[config.mk]
export PLATFORM = sky130hd
export DESIGN_NAME = pot_two_wire_slave_port
export DESIGN_NICKNAME = d
export VERILOG_FILES = /design/src/line_sync.v /design/src/pot_two_wire_slave_port.v
export VERILOG_INCLUDE_DIRS = /design/src
export SDC_FILE = /design/constraint.sdc
export NUM_CORES = 1
export LEC_CHECK = 0
export ABC_AREA = 1
export BUFFER_PORTS_ARGS = -buffer_cell sky130_fd_sc_hd__clkbuf_2
export CORE_UTILIZATION = 25
export DETAILED_ROUTE_END_ITERATION = 16
export RECOVER_POWER = 100
export SYNTH_ARGS = -nofsm -noshare
export SYNTH_HDL_FRONTEND = slang
export SYNTH_HIERARCHICAL = 1
export SYNTH_SLANG_ARGS = --single-unit
[constraint.sdc]
create_clock -name clock -period 1.8 [get_ports clock]
set_input_delay 0.27 -clock clock [delete_from_list [all_inputs] [get_ports clock]]
set_output_delay 0.27 -clock clock [all_outputs]
set_load 0.01 [all_outputs]
[src/pot_port_regs.vh]
// constants for the two-wire slave port of the potentiometer device
`ifndef POT_PORT_REGS_VH
`define POT_PORT_REGS_VH

// ----------------------------------------------------------------
// control byte layout
// ----------------------------------------------------------------
`define TYPE_CODE_MSB 7
`define TYPE_CODE_LSB 2
`define SELECT_BIT 1
`define DIR_BIT 0
`define DIR_READ 1'b1
`define DIR_WRITE 1'b0

// ----------------------------------------------------------------
// address pointer
// ----------------------------------------------------------------
`define ADDR_RESET 8'h00
`define ADDR_LAST 8'hff

// ----------------------------------------------------------------
// timing
// ----------------------------------------------------------------
`define CLOCK_PERIOD_NS 5
`define FAST_SCL_PERIOD_NS 2500
`define STD_SCL_PERIOD_NS 10000
`define BITS_PER_BYTE 4'd8

`endif

[src/line_sync.v]
// two-flop synchroniser with edge detection for one bus line
`timescale 1ns/1ps

module line_sync
(
    input wire clock,
    input wire rstn,
    input wire enable,
    input wire line_in,
    output reg level,
    output wire rise,
    output wire fall
);

reg meta;
reg prev;

// only the second flop and later stages are looked at
always @(posedge clock or negedge rstn)
begin
    if (!rstn)
    begin
        meta <= 1'b1;
        level <= 1'b1;
        prev <= 1'b1;
    end
    else if (enable)
    begin
        meta <= line_in;
        level <= meta;
        prev <= level;
    end
end

assign rise = level & ~prev;
assign fall = ~level & prev;

endmodule // line_sync

[src/pot_two_wire_slave_port.v]
// two-wire slave port: control byte decode, receive and transmit paths
`timescale 1ns/1ps
`include "pot_port_regs.vh"

module pot_two_wire_slave_port
#(
    parameter [5:0] TYPE_CODE = 6'h15, // arbitrary type code
    parameter ADDR_WIDTH = 8
)
(
    input wire clock,
    input wire rstn,
    input wire clock_enable,
    input wire scl_in,
    input wire sda_in,
    output reg sda_out,
    output reg sda_oe,
    input wire addr_select_pin,
    input wire [7:0] read_data,
    output reg [ADDR_WIDTH-1:0] mem_addr,
    output reg [7:0] write_data,
    output reg write_strobe,
    output reg busy
);

// ----------------------------------------------------------------
// states
// ----------------------------------------------------------------
localparam [2:0] st_idle = 3'd0;
localparam [2:0] st_ctrl = 3'd1;
localparam [2:0] st_ack = 3'd2;
localparam [2:0] st_rx = 3'd3;
localparam [2:0] st_tx = 3'd4;
localparam [2:0] st_mack = 3'd5;

// ----------------------------------------------------------------
// line synchronisers
// ----------------------------------------------------------------
wire scl;
wire scl_rise;
wire scl_fall;
wire sda;
wire sda_rise;
wire sda_fall;

// a 5 ns sample clock sees many samples per fast-mode bit
line_sync u_scl_sync
(
    .clock(clock),
    .rstn(rstn),
    .enable(clock_enable),
    .line_in(scl_in),
    .level(scl),
    .rise(scl_rise),
    .fall(scl_fall)
);

line_sync u_sda_sync
(
    .clock(clock),
    .rstn(rstn),
    .enable(clock_enable),
    .line_in(sda_in),
    .level(sda),
    .rise(sda_rise),
    .fall(sda_fall)
);

// scl delayed to match the sda edge stage
reg scl_d;
always @(posedge clock or negedge rstn)
begin
    if (!rstn)
        scl_d <= 1'b1;
    else if (clock_enable)
        scl_d <= scl;
end

// data edges under a high clock are control, never data
wire start_seen = sda_fall & scl & scl_d;
wire stop_seen = sda_rise & scl & scl_d;

// ----------------------------------------------------------------
// protocol engine
// ----------------------------------------------------------------
reg [2:0] state;
reg [3:0] bit_count;
reg [7:0] shift;
reg dir_read;
reg first_data;
reg ack_pending;

wire [7:0] rx_byte = {shift[6:0], sda};
wire type_ok = rx_byte[`TYPE_CODE_MSB:`TYPE_CODE_LSB] == TYPE_CODE;
wire select_ok = rx_byte[`SELECT_BIT] == addr_select_pin;
wire addr_match = type_ok & select_ok;

// ----------------------------------------------------------------
// bit counter events
// ----------------------------------------------------------------
wire byte_done = scl_fall && (bit_count == `BITS_PER_BYTE);
wire ctrl_last_rise = (state == st_ctrl) && scl_rise && (bit_count == 4'd7);

// ----------------------------------------------------------------
// control byte match latched on the eighth rising edge
// ----------------------------------------------------------------
reg type_ok_hold;
always @(posedge clock or negedge rstn)
begin
    if (!rstn)
        type_ok_hold <= 1'b0;
    else if (clock_enable && ctrl_last_rise)
        type_ok_hold <= addr_match;
end

// ----------------------------------------------------------------
// pointer next value, wraps from the top address to zero
// ----------------------------------------------------------------
localparam [ADDR_WIDTH-1:0] addr_one = {{(ADDR_WIDTH-1){1'b0}}, 1'b1};
localparam [ADDR_WIDTH-1:0] addr_top = {ADDR_WIDTH{1'b1}};
reg [ADDR_WIDTH-1:0] next_addr;

always @*
begin
    if (mem_addr == addr_top)
        next_addr = {ADDR_WIDTH{1'b0}};
    else
        next_addr = mem_addr + addr_one;
end

always @(posedge clock or negedge rstn)
begin
    if (!rstn)
    begin
        state <= st_idle;
        bit_count <= 4'd0;
        shift <= 8'h00;
        dir_read <= 1'b0;
        first_data <= 1'b0;
        ack_pending <= 1'b0;
        sda_oe <= 1'b0;
        mem_addr <= `ADDR_RESET;
    end
    else if (clock_enable)
    begin
        if (start_seen)
        begin
            // a repeated start simply restarts decoding
            state <= st_ctrl;
            bit_count <= 4'd0;
            sda_oe <= 1'b0;
            ack_pending <= 1'b0;
        end
        else if (stop_seen)
        begin
            state <= st_idle;
            sda_oe <= 1'b0;
        end
        else
        begin
            case (state)
                st_idle:
                begin
                    sda_oe <= 1'b0;
                end
                st_ctrl, st_rx:
                begin
                    if (scl_rise)
                    begin
                        shift <= rx_byte;
                        bit_count <= bit_count + 4'd1;
                    end
                    if (byte_done)
                    begin
                        bit_count <= 4'd0;
                        if (state == st_ctrl)
                        begin
                            if (type_ok_hold)
                            begin
                                dir_read <= shift[`DIR_BIT] == `DIR_READ;
                                first_data <= 1'b1;
                                sda_oe <= 1'b1;
                                state <= st_ack;
                            end
                            else
                            begin
                                state <= st_idle;
                            end
                        end
                        else
                        begin
                            if (first_data)
                                mem_addr <= shift;
                            else
                            begin
                                mem_addr <= next_addr;
                            end
                            first_data <= 1'b0;
                            sda_oe <= 1'b1;
                            state <= st_ack;
                        end
                    end
                end
                st_ack:
                begin
                    // held low through the whole high phase; on the fall freed for a write, set to the first data bit for a read
                    if (scl_fall)
                    begin
                        sda_oe <= 1'b0;
                        if (dir_read)
                        begin
                            state <= st_tx;
                            bit_count <= 4'd1;
                            shift <= {read_data[6:0], 1'b0};
                            sda_oe <= ~read_data[7];
                        end
                        else
                            state <= st_rx;
                    end
                end
                st_tx:
                begin
                    if (scl_fall)
                    begin
                        if (bit_count == `BITS_PER_BYTE)
                        begin
                            sda_oe <= 1'b0;
                            mem_addr <= next_addr;
                            state <= st_mack;
                        end
                        else
                        begin
                            sda_oe <= ~shift[7];
                            shift <= {shift[6:0], 1'b0};
                            bit_count <= bit_count + 4'd1;
                        end
                    end
                end
                st_mack:
                begin
                    if (scl_rise)
                        ack_pending <= ~sda;
                    if (scl_fall)
                    begin
                        if (ack_pending)
                        begin
                            state <= st_tx;
                            bit_count <= 4'd1;
                            shift <= {read_data[6:0], 1'b0};
                            sda_oe <= ~read_data[7];
                        end
                        else
                        begin
                            // line stays released for the master's stop
                            state <= st_idle;
                            sda_oe <= 1'b0;
                        end
                    end
                end
                default:
                begin
                    state <= st_idle;
                    sda_oe <= 1'b0;
                end
            endcase
        end
    end
end

// ----------------------------------------------------------------
// write port: every byte after the address byte is strobed out
// ----------------------------------------------------------------
wire write_take = (state == st_rx) && byte_done && !first_data
    && !start_seen && !stop_seen;

always @(posedge clock or negedge rstn)
begin
    if (!rstn)
    begin
        write_data <= 8'h00;
        write_strobe <= 1'b0;
    end
    else if (clock_enable)
    begin
        write_strobe <= write_take;
        if (write_take)
            write_data <= shift;
    end
end

// ----------------------------------------------------------------
// busy flag: start to stop, dropped early on a refused control byte
// ----------------------------------------------------------------
wire refuse = (state == st_ctrl) && byte_done && !type_ok_hold;

// start wins over everything, so a repeated start never drops busy
always @(posedge clock or negedge rstn)
begin
    if (!rstn)
        busy <= 1'b0;
    else if (clock_enable)
    begin
        if (start_seen)
            busy <= 1'b1;
        else if (stop_seen || refuse)
            busy <= 1'b0;
    end
end

// ----------------------------------------------------------------
// pad value: open drain, so only the enable ever moves
// ----------------------------------------------------------------
always @(posedge clock or negedge rstn)
begin
    if (!rstn)
        sda_out <= 1'b0;
    else if (clock_enable)
        sda_out <= 1'b0;
end

endmodule // pot_two_wire_slave_port

==> out/results.tsv, run 1 <==
stage	metric	value	unit
timing	period_share	0.962	
final_layout	fin_nets	488	
floorplanning	ios	34	
route	viasPerCell	4.42	
pwr	power_density	613	mW/mm^2
cts	cts-root-buf	clkbuf_8	
synth	syn_inst	409	
pwr	p_leak	1.84	nW
synth	ys_ff_latch	45	
pwr	internal-power	1.49	mW
global_route	grtUsageTotal	0.128	
synth	synth-simple-area-share	0.381	
pwr	vdd_drop_max	0.298	mV
cts	cts_made_buffers	5	
pwr	power_frac_seq	0.525	
synth	yosys_warnings	6	
job	maxCapViolations	0	
route	post_drt_wl_per_cell	11.7	um
critical_path	critPathLaunchType	flip-flop	
synth	synthAdderAreaFrac	0.0136	
synth	yosys.area.top_type	dfrtp_1	
synth	syn_nets	426	
cts	cts_buffer_depth	2	
final_layout	drive_above_1_share	0.239	
synth	muxShareOfSynthArea	0	
floorplanning	initial_core_util	0.262	
critical_path	crit_path_max_fanout	3	
final_layout	utilization	0.330	
synth	synth_compound_area_frac	0.0853	
placed_design	port_buffers	32	
critical_path	end_kind	flip-flop	
route	first_pass_iters	4	
route	drtIter0Drc	112	
synth	synth.top_cells.by_area	dfrtp_1, nand2_1, inv_1	
critical_path	critical_path_class	flip-flop to flip-flop	
timing	final_max_slew_viol_count	0	
synth	syn_area	0.00276	mm^2
global_route	grt_overflow	0	
cts	h-tree-depth	2	
placed_design	placed_cells	590	
critical_path	cp.required	1990	ps
floorplanning	num_rows	37	
synth	syn_area_per_cell	6.74	um^2
min_path	hold_path.class	input port to flip-flop	
cts	clock_latency	310	ps
route	detail_route.drc_violations	0	
synth	seq_area_frac_synth	0.412	
pwr	p_switching	637	uW
placed_design	place.gp.congestion	0.885	
final_layout	diodes	0	
status	status	complete, no violations	
floorplanning	die_h	107	um
synth	synth_top_family_by_area	simple AND/OR/NAND/NOR gates	
placed_design	dp_hpwl	5230	um
route	vias	2688	
floorplanning	fp.dieArea	0.0115	mm^2
cts	cts_tree	done	
final_layout	syn_to_final_growth	25.7	%
floorplanning	core_area	0.0105	mm^2
route	wirelength	7100	um
cts	clkSinkCount	45	
timing	slew_headroom	0.648	
global_route	grt_max_degree	28	
route	ant_nets	0	
synth	synthDistinctLibCells	30	
timing	fin_crit	1730	ps
timing	hold_viol_final	0	
synth	synth_top_area_frac	0.345	
timing	setup_violations	0	
timing	hold_ws	129	ps
pwr	swShare	0.300	
floorplanning	die_w	107	um
pwr	power_frac_clock	0.323	
pwr	p_comb_frac	0.152	
final_layout	final_cells	608	
global_route	grt_antenna_before_repair	0	
critical_path	cp.arrival	1920	ps
global_route	grt_pass1_wl	11700	um
timing	rsz0062_at_grt	true	
synth	synth_xor_area_frac	0.00953	
timing	tightest_slew	529	ps
cts	path_clk_slew	100	ps
timing	fin_worst_skew	4.54	ps
timing	timing.fmax	577	MHz
global_route	first_global_vias	2511	
[worst paths after layout]
path | to | startpoint | cells after the start | slack, ps
min | u_sda_sync/meta$_DFFE_PN1P_ | sda_in | 3 | 130
min in group asynchronous | busy$_DFFE_PN0P_ | rstn | 2 | 470
max | busy$_DFFE_PN0P_ | u_scl_sync/prev$_DFFE_PN1P_ | 8 | 70
max in group asynchronous | u_scl_sync/prev$_DFFE_PN1P_ | rstn | 3 | 750
min reg2reg | u_sda_sync/level$_DFFE_PN1P_ | u_sda_sync/meta$_DFFE_PN1P_ | 2 | 460
max reg2reg | busy$_DFFE_PN0P_ | u_scl_sync/prev$_DFFE_PN1P_ | 8 | 70
[cell usage after synthesis, drive strengths merged]
cell type / instances
dfstp: 7
dfrtp: 38
nand4: 9
ha: 3
xor2: 1
o22ai: 2
inv: 61
a21oi: 10
o31ai: 1
clkinv: 1
nor2: 46
conb: 1
nor3: 3
xnor2: 2
nand3: 30
o211ai: 2
nand2: 159
o21ai: 27
a21boi: 1
buf: 5
[state kept, by name (all words and copies together), names as in the netlist]
name              cells
first_data            1
write_data            8
sda_oe                1
busy                  1
u_sda_sync/level      1
u_scl_sync/meta       1
type_ok_hold          1
shift                 8
u_sda_sync/meta       1
ack_pending           1
bit_count             4
mem_addr              8
u_scl_sync/prev       1
write_strobe          1
u_sda_sync/prev       1
scl_d                 1
u_scl_sync/level      1
state                 3
dir_read              1
[final cells by class]
cell class | count | area [um^2]
clock buffer | 5 | 68.8
clock inverter | 3 | 25.0
fill | 1112 | 7040
inverter | 62 | 236
multi-input combinational | 298 | 1440
sequential | 45 | 1130
tap | 136 | 170
timing repair buffer | 59 | 389
[layout by cell type (no fill, tap or decap), drive strengths merged, types with 2 or more instances in the layout]
cell type,n
clkinvlp,2
xnor2,2
nand2,159
nand3,30
buf,26
nor3,3
ha,3
clkinv,2
a21oi,10
dfstp,7
o21ai,27
o22ai,2
inv,61
nor2,46
dfrtp,38
o211ai,2
nand4,10
clkbuf,37
[per-stage QoR]
step	power, mW	worst slack (ps)	cell area [um^2]	TNS [ps]
finish	2.12	68.2	3470	0
CTS	2.10	5.49	3310	0
floorplan	1.28	58.4	2760	0
global route	2.25	-61.0	3470	-572
global placement	1.40	46.9	3200	0
detailed placement	1.40	14.4	3200	0
[cells by family (layout without fill, tap and decap cells)]
kind of cell,count (synthesis),count (layout)
flops,45,45
buf+inv,67,129
other cells,1,1
xor+xnor,3,3
fa+ha+maj,3,3
simple gates,247,248
compound gates,43,43
[layer usage]
metal  track usage  wire [um]  part of all wire
met1         0.161       3140              0.44
met2         0.208       3450              0.49
met3        0.0255        342             0.048
met4        0.0636        165             0.023
met5             0          0                 0
[worst max-delay path: stages, from the launching register on]
cell,delay [ps]
dfstp_2,560
inv_2,50
nor2_4,80
nand4_1,180
nor2_2,290
buf_4,180
nand2_1,70
o211ai_1,90
o21ai_0,110
[power by group through the flow]
stage	Combinational (mW)	Clock, mW	Sequential [mW]
after floorplan	0.150	0	1.13
after global placement	0.264	0	1.13
after detailed placement	0.268	0	1.13
after CTS	0.271	0.715	1.11
after global routing	0.369	0.753	1.12
final	0.322	0.687	1.12
[what timing repair did]
| action | CTS | global route |
|---|---|---|
| gates cloned | 0 | 1 |
| pin swaps | 1 | 7 |
| setup endpoints to repair | 4 | 30 |
| hold buffers | 1 | 0 |
| resized for setup | 2 | 28 |
| hold endpoints to repair | 12 | 0 |
| buffers inserted | 0 | 8 |
Power figures use the tool's default switching activity.
==> inputs of run 2 (changes only) <==
==> constraint.sdc (replaced) <==
create_clock -name clock -period 2 [get_ports clock]
set_input_delay 0.3 -clock clock [delete_from_list [all_inputs] [get_ports clock]]
set_output_delay 0.3 -clock clock [all_outputs]
set_load 0.01 [all_outputs]
==> out/results.tsv, run 2 (same netlist as run 1, synthesis figures left out) <==
stage	metric	value	unit	change
status	status	complete, no violations		
pwr	p_leak	1.64	nW	-11%
placed_design	preCtsSetupSlack	95.2	ps	+80.8 ps
placed_design	port_buffers	32		unchanged
cts	cts_setup_buffers	0		unchanged
floorplanning	num_rows	37		unchanged
floorplanning	core_area	0.0105	mm^2	unchanged
route	first_pass_iters	4		unchanged
critical_path	max_stage_delay	560	ps	about the same
critical_path	reg2reg_to	bit_count[2]$_DFFE_PN0P_		
min_path	hold_path.class	input port to flip-flop		
floorplanning	initial_core_util	0.262		unchanged
global_route	grt_overflow	0		unchanged
critical_path	rr_worst_depth	10		+2
floorplanning	ios	34		unchanged
timing	fin_worst_skew	7.13	ps	+2.59 ps
critical_path	critPathLaunchType	flip-flop		
pwr	power_frac_seq	0.549		+0.024
pwr	finalPower	1.82	mW	-14%
critical_path	critical_path_class	flip-flop to flip-flop		
global_route	first_global_vias	2447		-2.5%
timing	hold_viol_final	0		unchanged
pwr	power_density	567	mW/mm^2	-7.5%
global_route	grt_antenna_before_repair	0		unchanged
pwr	p_comb_frac	0.123		-0.029
critical_path	crit_buf_inv	2		unchanged
critical_path	crit_path_max_fanout	5		+2
placed_design	dp_hpwl	5230	um	about the same
route	ant_nets	0		unchanged
cts	cts_made_buffers	5		unchanged
critical_path	end_kind	flip-flop		
pwr	swShare	0.292		-0.00838
critical_path	worstReg2RegStart	u_sda_sync/prev$_DFFE_PN1P_		
cts	path_clk_slew	90	ps	about the same
global_route	grt_pass1_wl	11200	um	-4.1%
cts	h-tree-depth	2		unchanged
route	wirelength	6580	um	-7.3%
critical_path	cp.required	2200	ps	+210 ps
floorplanning	die_w	107	um	unchanged
critical_path	crit_cells	10		+2
route	drtIter0Drc	115		+2.7%
cts	clkSinkCount	45		unchanged
cts	cts_tree	done		
timing	timing.fmax	539	MHz	-6.7%
timing	rsz0062_at_grt	false		
pwr	power_frac_clock	0.328		+0.005
route	detail_route.drc_violations	0		unchanged
cts	cts_buffer_depth	2		unchanged
timing	final_max_slew_viol_count	0		unchanged
timing	fin_crit	1860	ps	+125 ps
critical_path	reg2reg_slack	140	ps	+80 ps
critical_path	cp_top_family	simple AND/OR/NAND/NOR gates		
placed_design	place.gp.congestion	0.895		+1.2%
final_layout	diodes	0		unchanged
critical_path	cp.arrival	2050	ps	+130 ps
pwr	p_switching	532	uW	-17%
floorplanning	die_h	107	um	unchanged
global_route	grt_max_degree	28		unchanged
floorplanning	fp.dieArea	0.0115	mm^2	unchanged
critical_path	crit_start	u_sda_sync/prev$_DFFE_PN1P_		
route	post_drt_wl_per_cell	11.1	um	-4.6%
route	vias	2599		-3.3%
final_layout	utilization	0.306		-0.0238
global_route	grtUsageTotal	0.122		-0.00553
timing	setup_ws	143	ps	+75.2 ps
final_layout	fin_nets	471		-3.5%
final_layout	layout_commonest_cell	nand2_1		
critical_path	crit_chain	inv_1 > nor2_1 > nand3_1 > clkbuf_1 > nand2_1 > nor2_1 > nor2_1 > nand2_1 > nand2_1 > nand2_1		
timing	tightest_slew	1110	ps	+580 ps
timing	setup_violations	0		unchanged
critical_path	crit_path_frequent_cell	nand2_1		
job	maxCapViolations	0		unchanged
cts	clock_latency	300	ps	about the same
final_layout	final_cell_mix	nand2_1, inv_1, dfrtp_1, nor2_1, nand3_1		
critical_path	slowest_stage	dfstp_1		
route	viasPerCell	4.40		-0.53%
critical_path	crit_path_end	bit_count[2]$_DFFE_PN0P_		
timing	period_share	0.928		-0.0338
timing	finalSetupTns	0	ps	unchanged
cts	cts-root-buf	clkbuf_8		
final_layout	reg_top3	mem_addr: 8 flops, shift: 8 flops, write_data: 8 flops		
pwr	vdd_drop_max	0.251	mV	-16%
pwr	internal-power	1.29	mW	-13%
timing	slew_headroom	0.261		-0.387
final_layout	syn_to_final_growth	16.6	%	
final_layout	drive_above_1_share	0.123		-0.116
## run 2: worst register-to-register path, cell delays in order (launching register included)
cell	delay [ps]
dfstp_1	560
inv_1	50
nor2_1	160
nand3_1	180
clkbuf_1	200
nand2_1	80
nor2_1	40
nor2_1	200
nand2_1	150
nand2_1	80
nand2_1	50
## run 2: layout make-up
cell class | instances | area, um^2
Fill cell | 1166 | 7290
Multi-Input combinational cell | 297 | 1370
Sequential cell | 45 | 1130
Inverter | 62 | 233
Timing Repair Buffer | 43 | 218
Tap cell | 136 | 170
Clock buffer | 5 | 68.8
Clock inverter | 3 | 25.0
## run 2: worst min path at each step
stage / slack (ps) / cells past startpoint / to / from
after global placement: 300 / 1 / ack_pending$_DFFE_PN0P_ / rstn
final: 180 / 3 / u_sda_sync/meta$_DFFE_PN1P_ / sda_in
after floorplan: 4 / 0 / ack_pending$_DFFE_PN0P_ / rstn
after global routing: 190 / 3 / u_scl_sync/meta$_DFFE_PN1P_ / scl_in
after detailed placement: 310 / 1 / ack_pending$_DFFE_PN0P_ / rstn
after CTS: 170 / 3 / u_sda_sync/meta$_DFFE_PN1P_ / sda_in
## run 2: power groups by stage
stage	Sequential (mW)	Clock (mW)	Combinational, mW
after global placement	1.02	0	0.223
after floorplan	1.01	0	0.135
after detailed placement	1.02	0	0.228
final	1.00	0.599	0.224
after CTS	1.00	0.621	0.230
after global routing	1.01	0.656	0.260
## run 2: through the flow
step                cell area [um^2]  cells  hold WS [ps]
finish                          3220    591           177
global route                    3220    591           188
CTS                             3240    591           170
detailed placement              3140    582           306
global placement                3140    582           302
floorplan                       2760    409          4.41
## run 2: timing repair
| item | 4_1_cts | 5_1_grt |
|---|---|---|
| gates resized for setup | 0 | 5 |
| setup endpoints to repair | 0 | 5 |
| hold buffers | 1 | 0 |
| hold endpoints to repair | 12 | 0 |
## run 2: metal layers
metal	vias up	part of all wire	track usage
li1	1365	-	-
met5	-	0	0
met4	0	0.015	0.0411
met3	6	0.019	0.0195
met2	35	0.48	0.213
met1	1193	0.49	0.153
